==> src/verilog/ddcrm_pkg.sv <==
// Purpose: Shared constants and state types of the downconverter
//          control register bank.
// Assumes: Byte-wide registers, each at byte address four times its index.
// Notes:   Every offset, mask and reset value used by the bank sits here.
package ddcrm_pkg;

  // ---------------------------------------------------------------
  // Register indices
  // ---------------------------------------------------------------
  localparam logic [7:0] IDX_DECIMATION_LOW = 8'h00;
  localparam logic [7:0] IDX_DECIMATION_HIGH_AND_MODE = 8'h01;
  localparam logic [7:0] IDX_SCALE = 8'h02;
  localparam logic [7:0] IDX_CHAN_A_FIRST_GAIN = 8'h03;
  localparam logic [7:0] IDX_CHAN_B_FIRST_GAIN = 8'h04;
  localparam logic [7:0] IDX_RATE = 8'h05;
  localparam logic [7:0] IDX_SERIAL_OUTPUT_CONTROL = 8'h06;
  localparam logic [7:0] IDX_CHAN_A_TUNING_WORD = 8'h07;
  localparam logic [7:0] IDX_CHAN_A_PHASE_OFFSET = 8'h0b;
  localparam logic [7:0] IDX_CHAN_B_TUNING_WORD = 8'h0d;
  localparam logic [7:0] IDX_CHAN_B_PHASE_OFFSET = 8'h11;
  localparam logic [7:0] IDX_INPUT_CROSSBAR_SELECT = 8'h13;
  localparam logic [7:0] IDX_GAIN_LOOP_CONTROL = 8'h14;
  localparam logic [7:0] IDX_GAIN_LOOP_HOLD_COUNT = 8'h15;
  localparam logic [7:0] IDX_CHAN_A_INTEGRATOR_INIT = 8'h17;
  localparam logic [7:0] IDX_CHAN_B_INTEGRATOR_INIT = 8'h18;
  localparam logic [7:0] IDX_CHAN_A_INTEGRATOR_READBACK = 8'h19;
  localparam logic [7:0] IDX_CHAN_B_INTEGRATOR_READBACK = 8'h1a;
  localparam logic [7:0] IDX_TEST_INPUT_SAMPLE = 8'h1b;
  localparam logic [7:0] IDX_TEST_INPUT_SAMPLE_HIGH = 8'h1c;
  localparam logic [7:0] IDX_RESERVED_LOW = 8'h1d;
  localparam logic [7:0] IDX_RESERVED_HIGH = 8'h1e;
  localparam logic [7:0] IDX_DEBUG_AND_DITHER = 8'h1f;
  localparam logic [7:0] IDX_GAIN_LOOP_LOOKUP_RAM = 8'h80;
  localparam logic [7:0] IDX_FIRST_FIR_TAPS = 8'ha0;
  localparam logic [7:0] IDX_SECOND_FIR_TAPS = 8'hb6;
  localparam logic [7:0] IDX_RAM_LAST = 8'hf5;

  // ---------------------------------------------------------------
  // Sizes
  // ---------------------------------------------------------------
  localparam int CFG_BYTES = 32;
  localparam int RAM_BYTES = 118;
  localparam int LOOKUP_ENTRIES = 32;
  localparam int FIRST_TAPS = 11;
  localparam int SECOND_TAPS = 32;
  localparam int FIRST_TAP_BASE = 32;
  localparam int SECOND_TAP_BASE = 54;
  localparam int ADDR_INDEX_LSB = 2;

  // ---------------------------------------------------------------
  // Field positions, writable masks and reset values
  // ---------------------------------------------------------------
  localparam int DITHER_A_BIT = 6;
  localparam int DITHER_B_BIT = 7;
  localparam logic [7:0] MASK_DECIMATION_HIGH = 8'h17;
  localparam logic [7:0] MASK_SCALE = 8'h3f;
  localparam logic [7:0] MASK_FIRST_GAIN = 8'h07;
  localparam logic [7:0] MASK_CROSSBAR = 8'h0f;
  localparam logic [7:0] MASK_GAIN_LOOP_CONTROL = 8'h3f;
  localparam logic [7:0] MASK_TEST_HIGH = 8'h3f;
  localparam logic [7:0] MASK_FULL = 8'hff;
  localparam logic [7:0] RESET_BYTE = 8'h00;
  localparam logic [7:0] RESET_DEBUG_AND_DITHER = 8'hc0;
  localparam logic [31:0] READ_ZERO = 32'h0000_0000;

  // ---------------------------------------------------------------
  // State of the register bank
  // ---------------------------------------------------------------
  typedef struct packed {
    logic [CFG_BYTES-1:0][7:0] cfg;
    logic [RAM_BYTES-1:0][7:0] ram;
    logic ready;
    logic slverr;
    logic [31:0] rdata;
    logic sync_seen;
    logic sync_pulse;
  } ddcrm_state_t;

  typedef struct packed {
    logic stage1;
    logic stage2;
  } ddcrm_sync_state_t;

endpackage

==> src/verilog/ddcrm_sync.sv <==
// Purpose: Two flip-flop synchroniser for a level arriving from a pin.
// Assumes: Single clock, synchronous active high reset.
// Notes:   Only the second stage is visible outside.
`timescale 1ns/10ps
`default_nettype none

module ddcrm_sync #(
  parameter logic RESET_LEVEL = 1'b1
) (
  input wire logic clk_i, // Clock
  input wire logic reset_i, // Synchronous reset
  input wire logic async_i, // Pin level
  output logic sync_o // Synchronised level
);

  ddcrm_pkg::ddcrm_sync_state_t state_q;
  ddcrm_pkg::ddcrm_sync_state_t state_d;

  always_comb begin
    state_d.stage1 = async_i;
    state_d.stage2 = state_q.stage1;
  end

  always_ff @(posedge clk_i) begin
    if (reset_i) begin
      state_q.stage1 <= RESET_LEVEL;
      state_q.stage2 <= RESET_LEVEL;
    end else begin
      state_q <= state_d;
    end
  end

  assign sync_o = state_q.stage2;

endmodule // ddcrm_sync

`default_nettype wire

==> src/verilog/ddcrm_regs.sv <==
// Purpose: Control register bank of a dual-channel downconverter: byte
//          registers, gain-loop lookup table and both filter tap RAMs,
//          reached over APB.
// Assumes: 100 MHz clk_i; APB master on the same clock; master reset and
//          sync pins are asynchronous and get synchronised here.
// Notes:   One byte per 32-bit word, in bits 7:0; upper bits read zero.
//
// Operation
// Channel B dither enable, bit 7, resets 1
// 32-byte shared lookup RAM at 128..159
// First filter: eleven 16-bit taps, 160..181
// First filter low byte at lower address
// Second filter: thirty-two 16-bit taps, 182..245
// Second filter low byte at even address
// Master reset loads all defaults, tables zero
// Sync input leaves every register unchanged
// Channel A dither enable, bit 6, resets 1
// Byte write changes only the addressed byte
`timescale 1ns/10ps
`default_nettype none

module ddcrm_regs (
  input wire logic clk_i, // Clock, 100 MHz
  input wire logic reset_i, // Synchronous reset, active high
  input wire logic master_reset_n_i, // Master reset pin, active low
  input wire logic sync_n_i, // Sync-in pin, active low
  input wire logic psel, // APB select
  input wire logic penable, // APB access phase
  input wire logic pwrite, // APB write
  input wire logic [31:0] paddr, // APB byte address
  input wire logic [31:0] pwdata, // APB write data
  input wire logic [3:0] pstrb, // APB byte strobes
  output logic pready, // APB ready
  output logic pslverr, // APB error, unmapped address
  output logic [31:0] prdata, // APB read data
  input wire logic [7:0] chan_a_integrator_i, // Gain loop A readback
  input wire logic [7:0] chan_b_integrator_i, // Gain loop B readback
  output logic chan_a_dither_enable_o, // Oscillator dither, channel A
  output logic chan_b_dither_enable_o, // Oscillator dither, channel B
  output logic [31:0] chan_a_tuning_word_o, // Tuning word A
  output logic [31:0] chan_b_tuning_word_o, // Tuning word B
  output logic [15:0] chan_a_phase_offset_o, // Phase offset A
  output logic [15:0] chan_b_phase_offset_o, // Phase offset B
  output logic [31:0][7:0] lookup_table_o, // Gain-loop lookup table
  output logic [10:0][15:0] first_fir_taps_o, // First filter taps
  output logic [31:0][15:0] second_fir_taps_o, // Second filter taps
  output logic sync_pulse_o // One-cycle pulse on sync falling
);

  // ---------------------------------------------------------------
  // Pin synchronisers
  // ---------------------------------------------------------------
  logic master_reset_n_s;
  logic sync_n_s;

  ddcrm_sync #(.RESET_LEVEL(1'b1)) u_mr_sync (
    .clk_i(clk_i),
    .reset_i(reset_i),
    .async_i(master_reset_n_i),
    .sync_o(master_reset_n_s)
  );

  ddcrm_sync #(.RESET_LEVEL(1'b1)) u_si_sync (
    .clk_i(clk_i),
    .reset_i(reset_i),
    .async_i(sync_n_i),
    .sync_o(sync_n_s)
  );

  // ---------------------------------------------------------------
  // Address decode helpers
  // ---------------------------------------------------------------
  function automatic logic [7:0] write_mask(input logic [7:0] idx);
    logic [7:0] m;
    m = ddcrm_pkg::MASK_FULL;
    case (idx)
      ddcrm_pkg::IDX_DECIMATION_HIGH_AND_MODE: begin
        m = ddcrm_pkg::MASK_DECIMATION_HIGH;
      end
      ddcrm_pkg::IDX_SCALE: begin
        m = ddcrm_pkg::MASK_SCALE;
      end
      ddcrm_pkg::IDX_CHAN_A_FIRST_GAIN,
      ddcrm_pkg::IDX_CHAN_B_FIRST_GAIN: begin
        m = ddcrm_pkg::MASK_FIRST_GAIN;
      end
      ddcrm_pkg::IDX_INPUT_CROSSBAR_SELECT: begin
        m = ddcrm_pkg::MASK_CROSSBAR;
      end
      ddcrm_pkg::IDX_GAIN_LOOP_CONTROL: begin
        m = ddcrm_pkg::MASK_GAIN_LOOP_CONTROL;
      end
      ddcrm_pkg::IDX_TEST_INPUT_SAMPLE_HIGH: begin
        m = ddcrm_pkg::MASK_TEST_HIGH;
      end
      // Readback bytes are driven by the gain loop, not by software
      ddcrm_pkg::IDX_CHAN_A_INTEGRATOR_READBACK,
      ddcrm_pkg::IDX_CHAN_B_INTEGRATOR_READBACK: begin
        m = ddcrm_pkg::RESET_BYTE;
      end
      default: begin
        m = ddcrm_pkg::MASK_FULL;
      end
    endcase
    return m;
  endfunction

  ddcrm_pkg::ddcrm_state_t state_q;
  ddcrm_pkg::ddcrm_state_t state_d;

  logic [7:0] idx;
  logic upper_clear;
  logic in_cfg;
  logic in_ram;
  logic mapped;
  logic [7:0] ram_idx;
  logic [7:0] cfg_byte;
  logic [7:0] ram_byte;
  logic [7:0] rd_byte;
  logic [7:0] mask;
  logic setup_phase;
  logic commit_write;

  always_comb begin
    idx = paddr[ddcrm_pkg::ADDR_INDEX_LSB +: 8];
    upper_clear = (paddr[31:10] == 22'h00_0000) && (paddr[1:0] == 2'b00);
    in_cfg = (idx < ddcrm_pkg::IDX_GAIN_LOOP_LOOKUP_RAM) &&
             (idx <= ddcrm_pkg::IDX_DEBUG_AND_DITHER) &&
             (idx != ddcrm_pkg::IDX_RESERVED_LOW) &&
             (idx != ddcrm_pkg::IDX_RESERVED_HIGH);
    in_ram = (idx >= ddcrm_pkg::IDX_GAIN_LOOP_LOOKUP_RAM) &&
             (idx <= ddcrm_pkg::IDX_RAM_LAST);
    mapped = upper_clear && (in_cfg || in_ram);
    ram_idx = idx - ddcrm_pkg::IDX_GAIN_LOOP_LOOKUP_RAM;
    cfg_byte = state_q.cfg[idx[4:0]];
    ram_byte = in_ram ? state_q.ram[ram_idx[6:0]] : ddcrm_pkg::RESET_BYTE;
    mask = write_mask(idx);
  end

  // ---------------------------------------------------------------
  // Read data selection
  // ---------------------------------------------------------------
  always_comb begin
    rd_byte = ddcrm_pkg::RESET_BYTE;
    if (in_ram) begin
      rd_byte = ram_byte;
    end else if (idx == ddcrm_pkg::IDX_CHAN_A_INTEGRATOR_READBACK) begin
      rd_byte = chan_a_integrator_i;
    end else if (idx == ddcrm_pkg::IDX_CHAN_B_INTEGRATOR_READBACK) begin
      rd_byte = chan_b_integrator_i;
    end else if (in_cfg) begin
      rd_byte = cfg_byte;
    end
  end

  // ---------------------------------------------------------------
  // Next state
  // ---------------------------------------------------------------
  // The access phase always lasts one cycle: ready and read data are
  // prepared during setup so that every bus output comes from a flop.
  always_comb begin
    state_d = state_q;
    setup_phase = psel && !penable;
    commit_write = psel && penable && state_q.ready && pwrite &&
                   mapped && pstrb[0];
    state_d.ready = setup_phase;
    state_d.slverr = setup_phase && !mapped;
    state_d.rdata = ddcrm_pkg::READ_ZERO;
    if (setup_phase && !pwrite && mapped) begin
      state_d.rdata = {24'h00_0000, rd_byte};
    end
    if (commit_write) begin
      if (in_ram) begin
        state_d.ram[ram_idx[6:0]] = pwdata[7:0];
      end else begin
        state_d.cfg[idx[4:0]] = (cfg_byte & ~mask) |
                                (pwdata[7:0] & mask);
      end
    end
    // Sync only marks an event for the datapath; registers stay put.
    state_d.sync_seen = !sync_n_s;
    state_d.sync_pulse = !sync_n_s && !state_q.sync_seen;
  end

  // ---------------------------------------------------------------
  // State register
  // ---------------------------------------------------------------
  always_ff @(posedge clk_i) begin
    if (reset_i || !master_reset_n_s) begin
      state_q.cfg <= '0;
      state_q.cfg[ddcrm_pkg::IDX_DEBUG_AND_DITHER[4:0]] <=
        ddcrm_pkg::RESET_DEBUG_AND_DITHER;
      state_q.ram <= '0;
      state_q.ready <= 1'b0;
      state_q.slverr <= 1'b0;
      state_q.rdata <= ddcrm_pkg::READ_ZERO;
      state_q.sync_seen <= 1'b0;
      state_q.sync_pulse <= 1'b0;
    end else begin
      state_q <= state_d;
    end
  end

  // ---------------------------------------------------------------
  // Outputs, all taken from flops
  // ---------------------------------------------------------------
  assign pready = state_q.ready;
  assign pslverr = state_q.slverr;
  assign prdata = state_q.rdata;
  assign sync_pulse_o = state_q.sync_pulse;
  assign chan_a_dither_enable_o =
    state_q.cfg[ddcrm_pkg::IDX_DEBUG_AND_DITHER[4:0]]
               [ddcrm_pkg::DITHER_A_BIT];
  assign chan_b_dither_enable_o =
    state_q.cfg[ddcrm_pkg::IDX_DEBUG_AND_DITHER[4:0]]
               [ddcrm_pkg::DITHER_B_BIT];

  genvar g;
  generate
    for (g = 0; g < 4; g++) begin : g_tuning
      assign chan_a_tuning_word_o[8*g +: 8] =
        state_q.cfg[ddcrm_pkg::IDX_CHAN_A_TUNING_WORD[4:0] + g];
      assign chan_b_tuning_word_o[8*g +: 8] =
        state_q.cfg[ddcrm_pkg::IDX_CHAN_B_TUNING_WORD[4:0] + g];
    end
    for (g = 0; g < 2; g++) begin : g_phase
      assign chan_a_phase_offset_o[8*g +: 8] =
        state_q.cfg[ddcrm_pkg::IDX_CHAN_A_PHASE_OFFSET[4:0] + g];
      assign chan_b_phase_offset_o[8*g +: 8] =
        state_q.cfg[ddcrm_pkg::IDX_CHAN_B_PHASE_OFFSET[4:0] + g];
    end
    for (g = 0; g < ddcrm_pkg::LOOKUP_ENTRIES; g++) begin : g_lookup
      assign lookup_table_o[g] = state_q.ram[g];
    end
    for (g = 0; g < ddcrm_pkg::FIRST_TAPS; g++) begin : g_first
      assign first_fir_taps_o[g] = {
        state_q.ram[ddcrm_pkg::FIRST_TAP_BASE + 2*g + 1],
        state_q.ram[ddcrm_pkg::FIRST_TAP_BASE + 2*g]};
    end
    for (g = 0; g < ddcrm_pkg::SECOND_TAPS; g++) begin : g_second
      assign second_fir_taps_o[g] = {
        state_q.ram[ddcrm_pkg::SECOND_TAP_BASE + 2*g + 1],
        state_q.ram[ddcrm_pkg::SECOND_TAP_BASE + 2*g]};
    end
  endgenerate

endmodule // ddcrm_regs

`default_nettype wire

==> config.mk <==
export PLATFORM = sky130hd
export DESIGN_NAME = ddcrm_regs
export DESIGN_NICKNAME = d
export VERILOG_FILES = /design/src/verilog/ddcrm_pkg.sv /design/src/verilog/ddcrm_sync.sv /design/src/verilog/ddcrm_regs.sv
export SDC_FILE = /design/constraint.sdc
export NUM_CORES = 2
export LEC_CHECK = 0
export BUFFER_PORTS_ARGS = -buffer_cell sky130_fd_sc_hd__clkbuf_2
export CAP_MARGIN = 20
export CORE_AREA = 10 10 442 444
export CTS_BUF_LIST = sky130_fd_sc_hd__clkbuf_2
export DETAILED_ROUTE_END_ITERATION = 7
export DIE_AREA = 0 0 452 454
export PLACE_DENSITY = 0.48
export RECOVER_POWER = 100
export SLEW_MARGIN = 20
export SYNTH_ARGS = -nofsm -noshare
export SYNTH_HDL_FRONTEND = slang
export SYNTH_SLANG_ARGS = --single-unit
==> constraint.sdc <==
create_clock -name clk_i -period 4.9 [get_ports clk_i]
set_input_delay 0 -clock clk_i [delete_from_list [all_inputs] [get_ports clk_i]]
set_output_delay 0 -clock clk_i [all_outputs]
set_load 0.03 [all_outputs]
==> results.yml <==
setup_path:
  rr_endpoint: "second_fir_taps_o[144]"
  crit_top_cell: "dlygate4sd3_1"
  startpoint_type: "input pin"
  critPathMaxFanout: 21
  setup.worst_path.class: "input pin to flip-flop"
  ff2ff_setup_slack_ps: 480
  crit_chain: "dlygate4sd3_1 > dlygate4sd3_1 > clkbuf_2 > buf_12 > clkbuf_2 > nand2_1 > dlygate4sd3_1 > buf_4 > dlygate4sd3_1 > nor2_1 > nand2_1 > nor2_1 > dlygate4sd3_1 > nor2_1 > dlygate4sd3_1 > a21boi_0 > o31a_1"
  required_ps: 6730
  endpoint_kind: "flip-flop"
  worstSetupStartpoint: "paddr[6]"
  cpMaxStageDelayCell: "clkbuf_2"
  slowest_delay_ps: 740
  reg2reg_from: "u_mr_sync.sync_o"
  ff2ff_path_depth: 3
  arrival_ps: 6780
cells_and_area:
  fillers: 20400
  multi_input_area_mm2: 0.0271
  utilization: 0.356
  drive_above_1_share: 0.135
  regArea_mm2: 0.0243
  nets: 7867
  area_growth_pct: 7.31
power:
  power.leakage_nw: 21.8
  ir_drop_mv: 0.226
  power_density_mw_per_mm2: 297
synthesis:
  ys.flop_type: "dfxtp_1"
  synth_warnings: 0
  synth_most_common_cell: "dfxtp_1"
  yosysTopAreaCellShare: 0.393
  syn-cell-area_mm2: 0.0619
  ys_ff_latch: 1216
  syn_inst: 7515
  synth_edf_count: 0
  synthTopCellsByArea: "dfxtp_1, buf_4, a21oi_1, mux2i_1, nand2_1"
  netlist-cell-type-count: 72
  postSynthAreaPerCell_um2: 8.24
  synth_top_area_cell: "dfxtp_1"
  ys_top_cells_by_count: "dfxtp_1, buf_4, nand2_1, a21oi_1, nand3_1"
  yosysSeqAreaShare: 0.393
  async_reset_ff_frac: 0
grt:
  grt-ovfl-total: 0
  grt_max_degree: 180
  grt_pass1_vias: 57200
  grt_pass1_wl_um: 488000
  antenna_found_initial: 30
  track_usage: 0.334
placed_design:
  io_buffer_count: 1116
  place_congestion: 0.909
  dp_worst_setup_slack_ps: 926
  place_hpwl_um: 253000
min_path:
  hp-start: "pwdata[0]"
  min_path_cells: 7
  min_to: "first_fir_taps_o[8]"
  hp-class: "input pin to flip-flop"
sta:
  setup_ws_ps: -41.6
  skew_ps: 171
  drv_slew: 285
  tns_ps: -243
  rsz0062_at_grt: "no"
  timing.fmax_mhz: 202
  period_minus_slack_ps: 4940
  setup_viol: 11
  tightestPinTransition_ps: 2760
  finalHoldViolations: 0
  fin_crit_sh: 1.01
  relSlewSlack: -0.840
clock_network:
  cts_buffers: 363
  cts.clk_slew.worst_paths_ps: 110
  insertion_delay_ps: 2060
  clock-root-buffer: "clkbuf_2"
  h-tree-depth: 5
  clock-sinks: 1216
  cts_tree: "built"
  cts.path.max_buffers: 4
routing:
  dr.pass1.iters: 8
  num_vias: 61000
  via_per_inst: 5.81
  wl_per_cell_um: 34.7
  route.detailed.drc: 3
  drt_iter0_drc: 7846
  postRouteAntennaNets: 0
  totalWireLength_um: 364000
die:
  die-width_um: 452
  start_util: 0.332
  die_area_mm2: 0.205
  coreArea_mm2: 0.187
  fp.dieH_um: 454
  rows: 159
  io_pins: 1168
status:
  violations: "design-rule violations, max-capacitance violations, max-slew violations, negative setup slack"
  status: "complete, but fails checks"
run:
  max-cap-violations: 4
==> how the worst max path moves through the flow <==
stage | slack (ps) | cells past startpoint | end
after CTS | 80 | 17 | lookup_table_o[205]
after global routing | 30 | 18 | lookup_table_o[5]
after detailed placement | 930 | 9 | second_fir_taps_o[202]
final | -40 | 17 | prdata[6]
after floorplan | 1650 | 14 | prdata[0]
after global placement | 890 | 9 | prdata[3]
==> timing repair <==
action	in CTS	in global routing
gates resized for setup	0	2
setup buffers	0	2
endpoints found under the setup margin	0	30
hold buffers	208	0
endpoints found under the hold margin	1216	0
==> critical path, delay by kind of cell <==
kind            cells  cell delay (ps)
buf+inv            10             5200
compound gates      2              570
simple gates        5              930
==> sequential cells by signal, indices dropped and copies added (netlist names), 8 cells and up <==
signal and cells:
chan_b_tuning_word_o 32, first_fir_taps_o 176, second_fir_taps_o 512, chan_a_phase_offset_o 16
lookup_table_o 256, chan_b_phase_offset_o 16, chan_a_tuning_word_o 32, prdata 8
state_q 159
==> power breakdown <==
part	internal, mW	total [mW]	switching [mW]
Combinational	0.428	1.88	1.45
Sequential	9.88	9.88	0.000861
Clock	3.14	8.01	4.87
==> cells by family after synthesis <==
group	count (synthesis)	synth area share
compound gates	1609	0.154
fa+ha+maj	4	0.000808
buf+inv	1720	0.173
flops	1216	0.393
mux	596	0.112
other cells	1	0.0000605
simple gates	2369	0.167
==> layout make-up <==
cell class	instances	share of cell area
Inverter	10	0.000640
Tap cell	2495	0.0470
Clock inverter	69	0.00649
Antenna cell	13	0.000489
Timing Repair Buffer	1578	0.132
Sequential cell	1216	0.366
Clock buffer	526	0.0396
Multi-Input combinational cell	4603	0.408
==> per-stage QoR <==
step / total power, mW / cell area, um^2 / instances / hold slack [ps]
finish: 19.8 / 66500 / 10500 / 315
floorplan: 10.9 / 62000 / 7538 / 104
global route: 20.4 / 66500 / 10500 / 218
global placement: 11.8 / 62800 / 9694 / 192
CTS: 19.8 / 68100 / 10500 / 11.7
detailed placement: 11.8 / 62800 / 9694 / 191
==> layout by cell type, fill, tap and decap left out, drive strengths merged, types with 24 or more instances in the layout <==
| cell type | netlist | layout |
|---|---|---|
| nand2 | 1001 | 1001 |
| a221o | 27 | 27 |
| conb | 1 | 24 |
| nor3 | 25 | 25 |
| clkbuf | 457 | 1683 |
| a211oi | 39 | 39 |
| nor2 | 485 | 485 |
| clkinv | 1 | 61 |
| o22ai | 58 | 58 |
| mux4 | 69 | 69 |
| and2 | 24 | 24 |
| mux2i | 421 | 421 |
| a21oi | 950 | 950 |
| nand3 | 740 | 740 |
| o221ai | 37 | 37 |
| dfxtp | 1216 | 1216 |
| o21ai | 183 | 183 |
| buf | 1253 | 231 |
| dlygate4sd3 | 0 | 190 |
| a221oi | 89 | 89 |
| mux2 | 106 | 106 |
| a22oi | 87 | 87 |
==> per-layer routing <==
layer	up-vias	track usage	routed length [um]
met2	4245	0.500	157000
met5	-	0	52
met4	8	0.228	29200
met3	953	0.103	38200
li1	25700	-	-
met1	30100	0.409	140000
No activity file was read; power rests on OpenSTA's default activity.
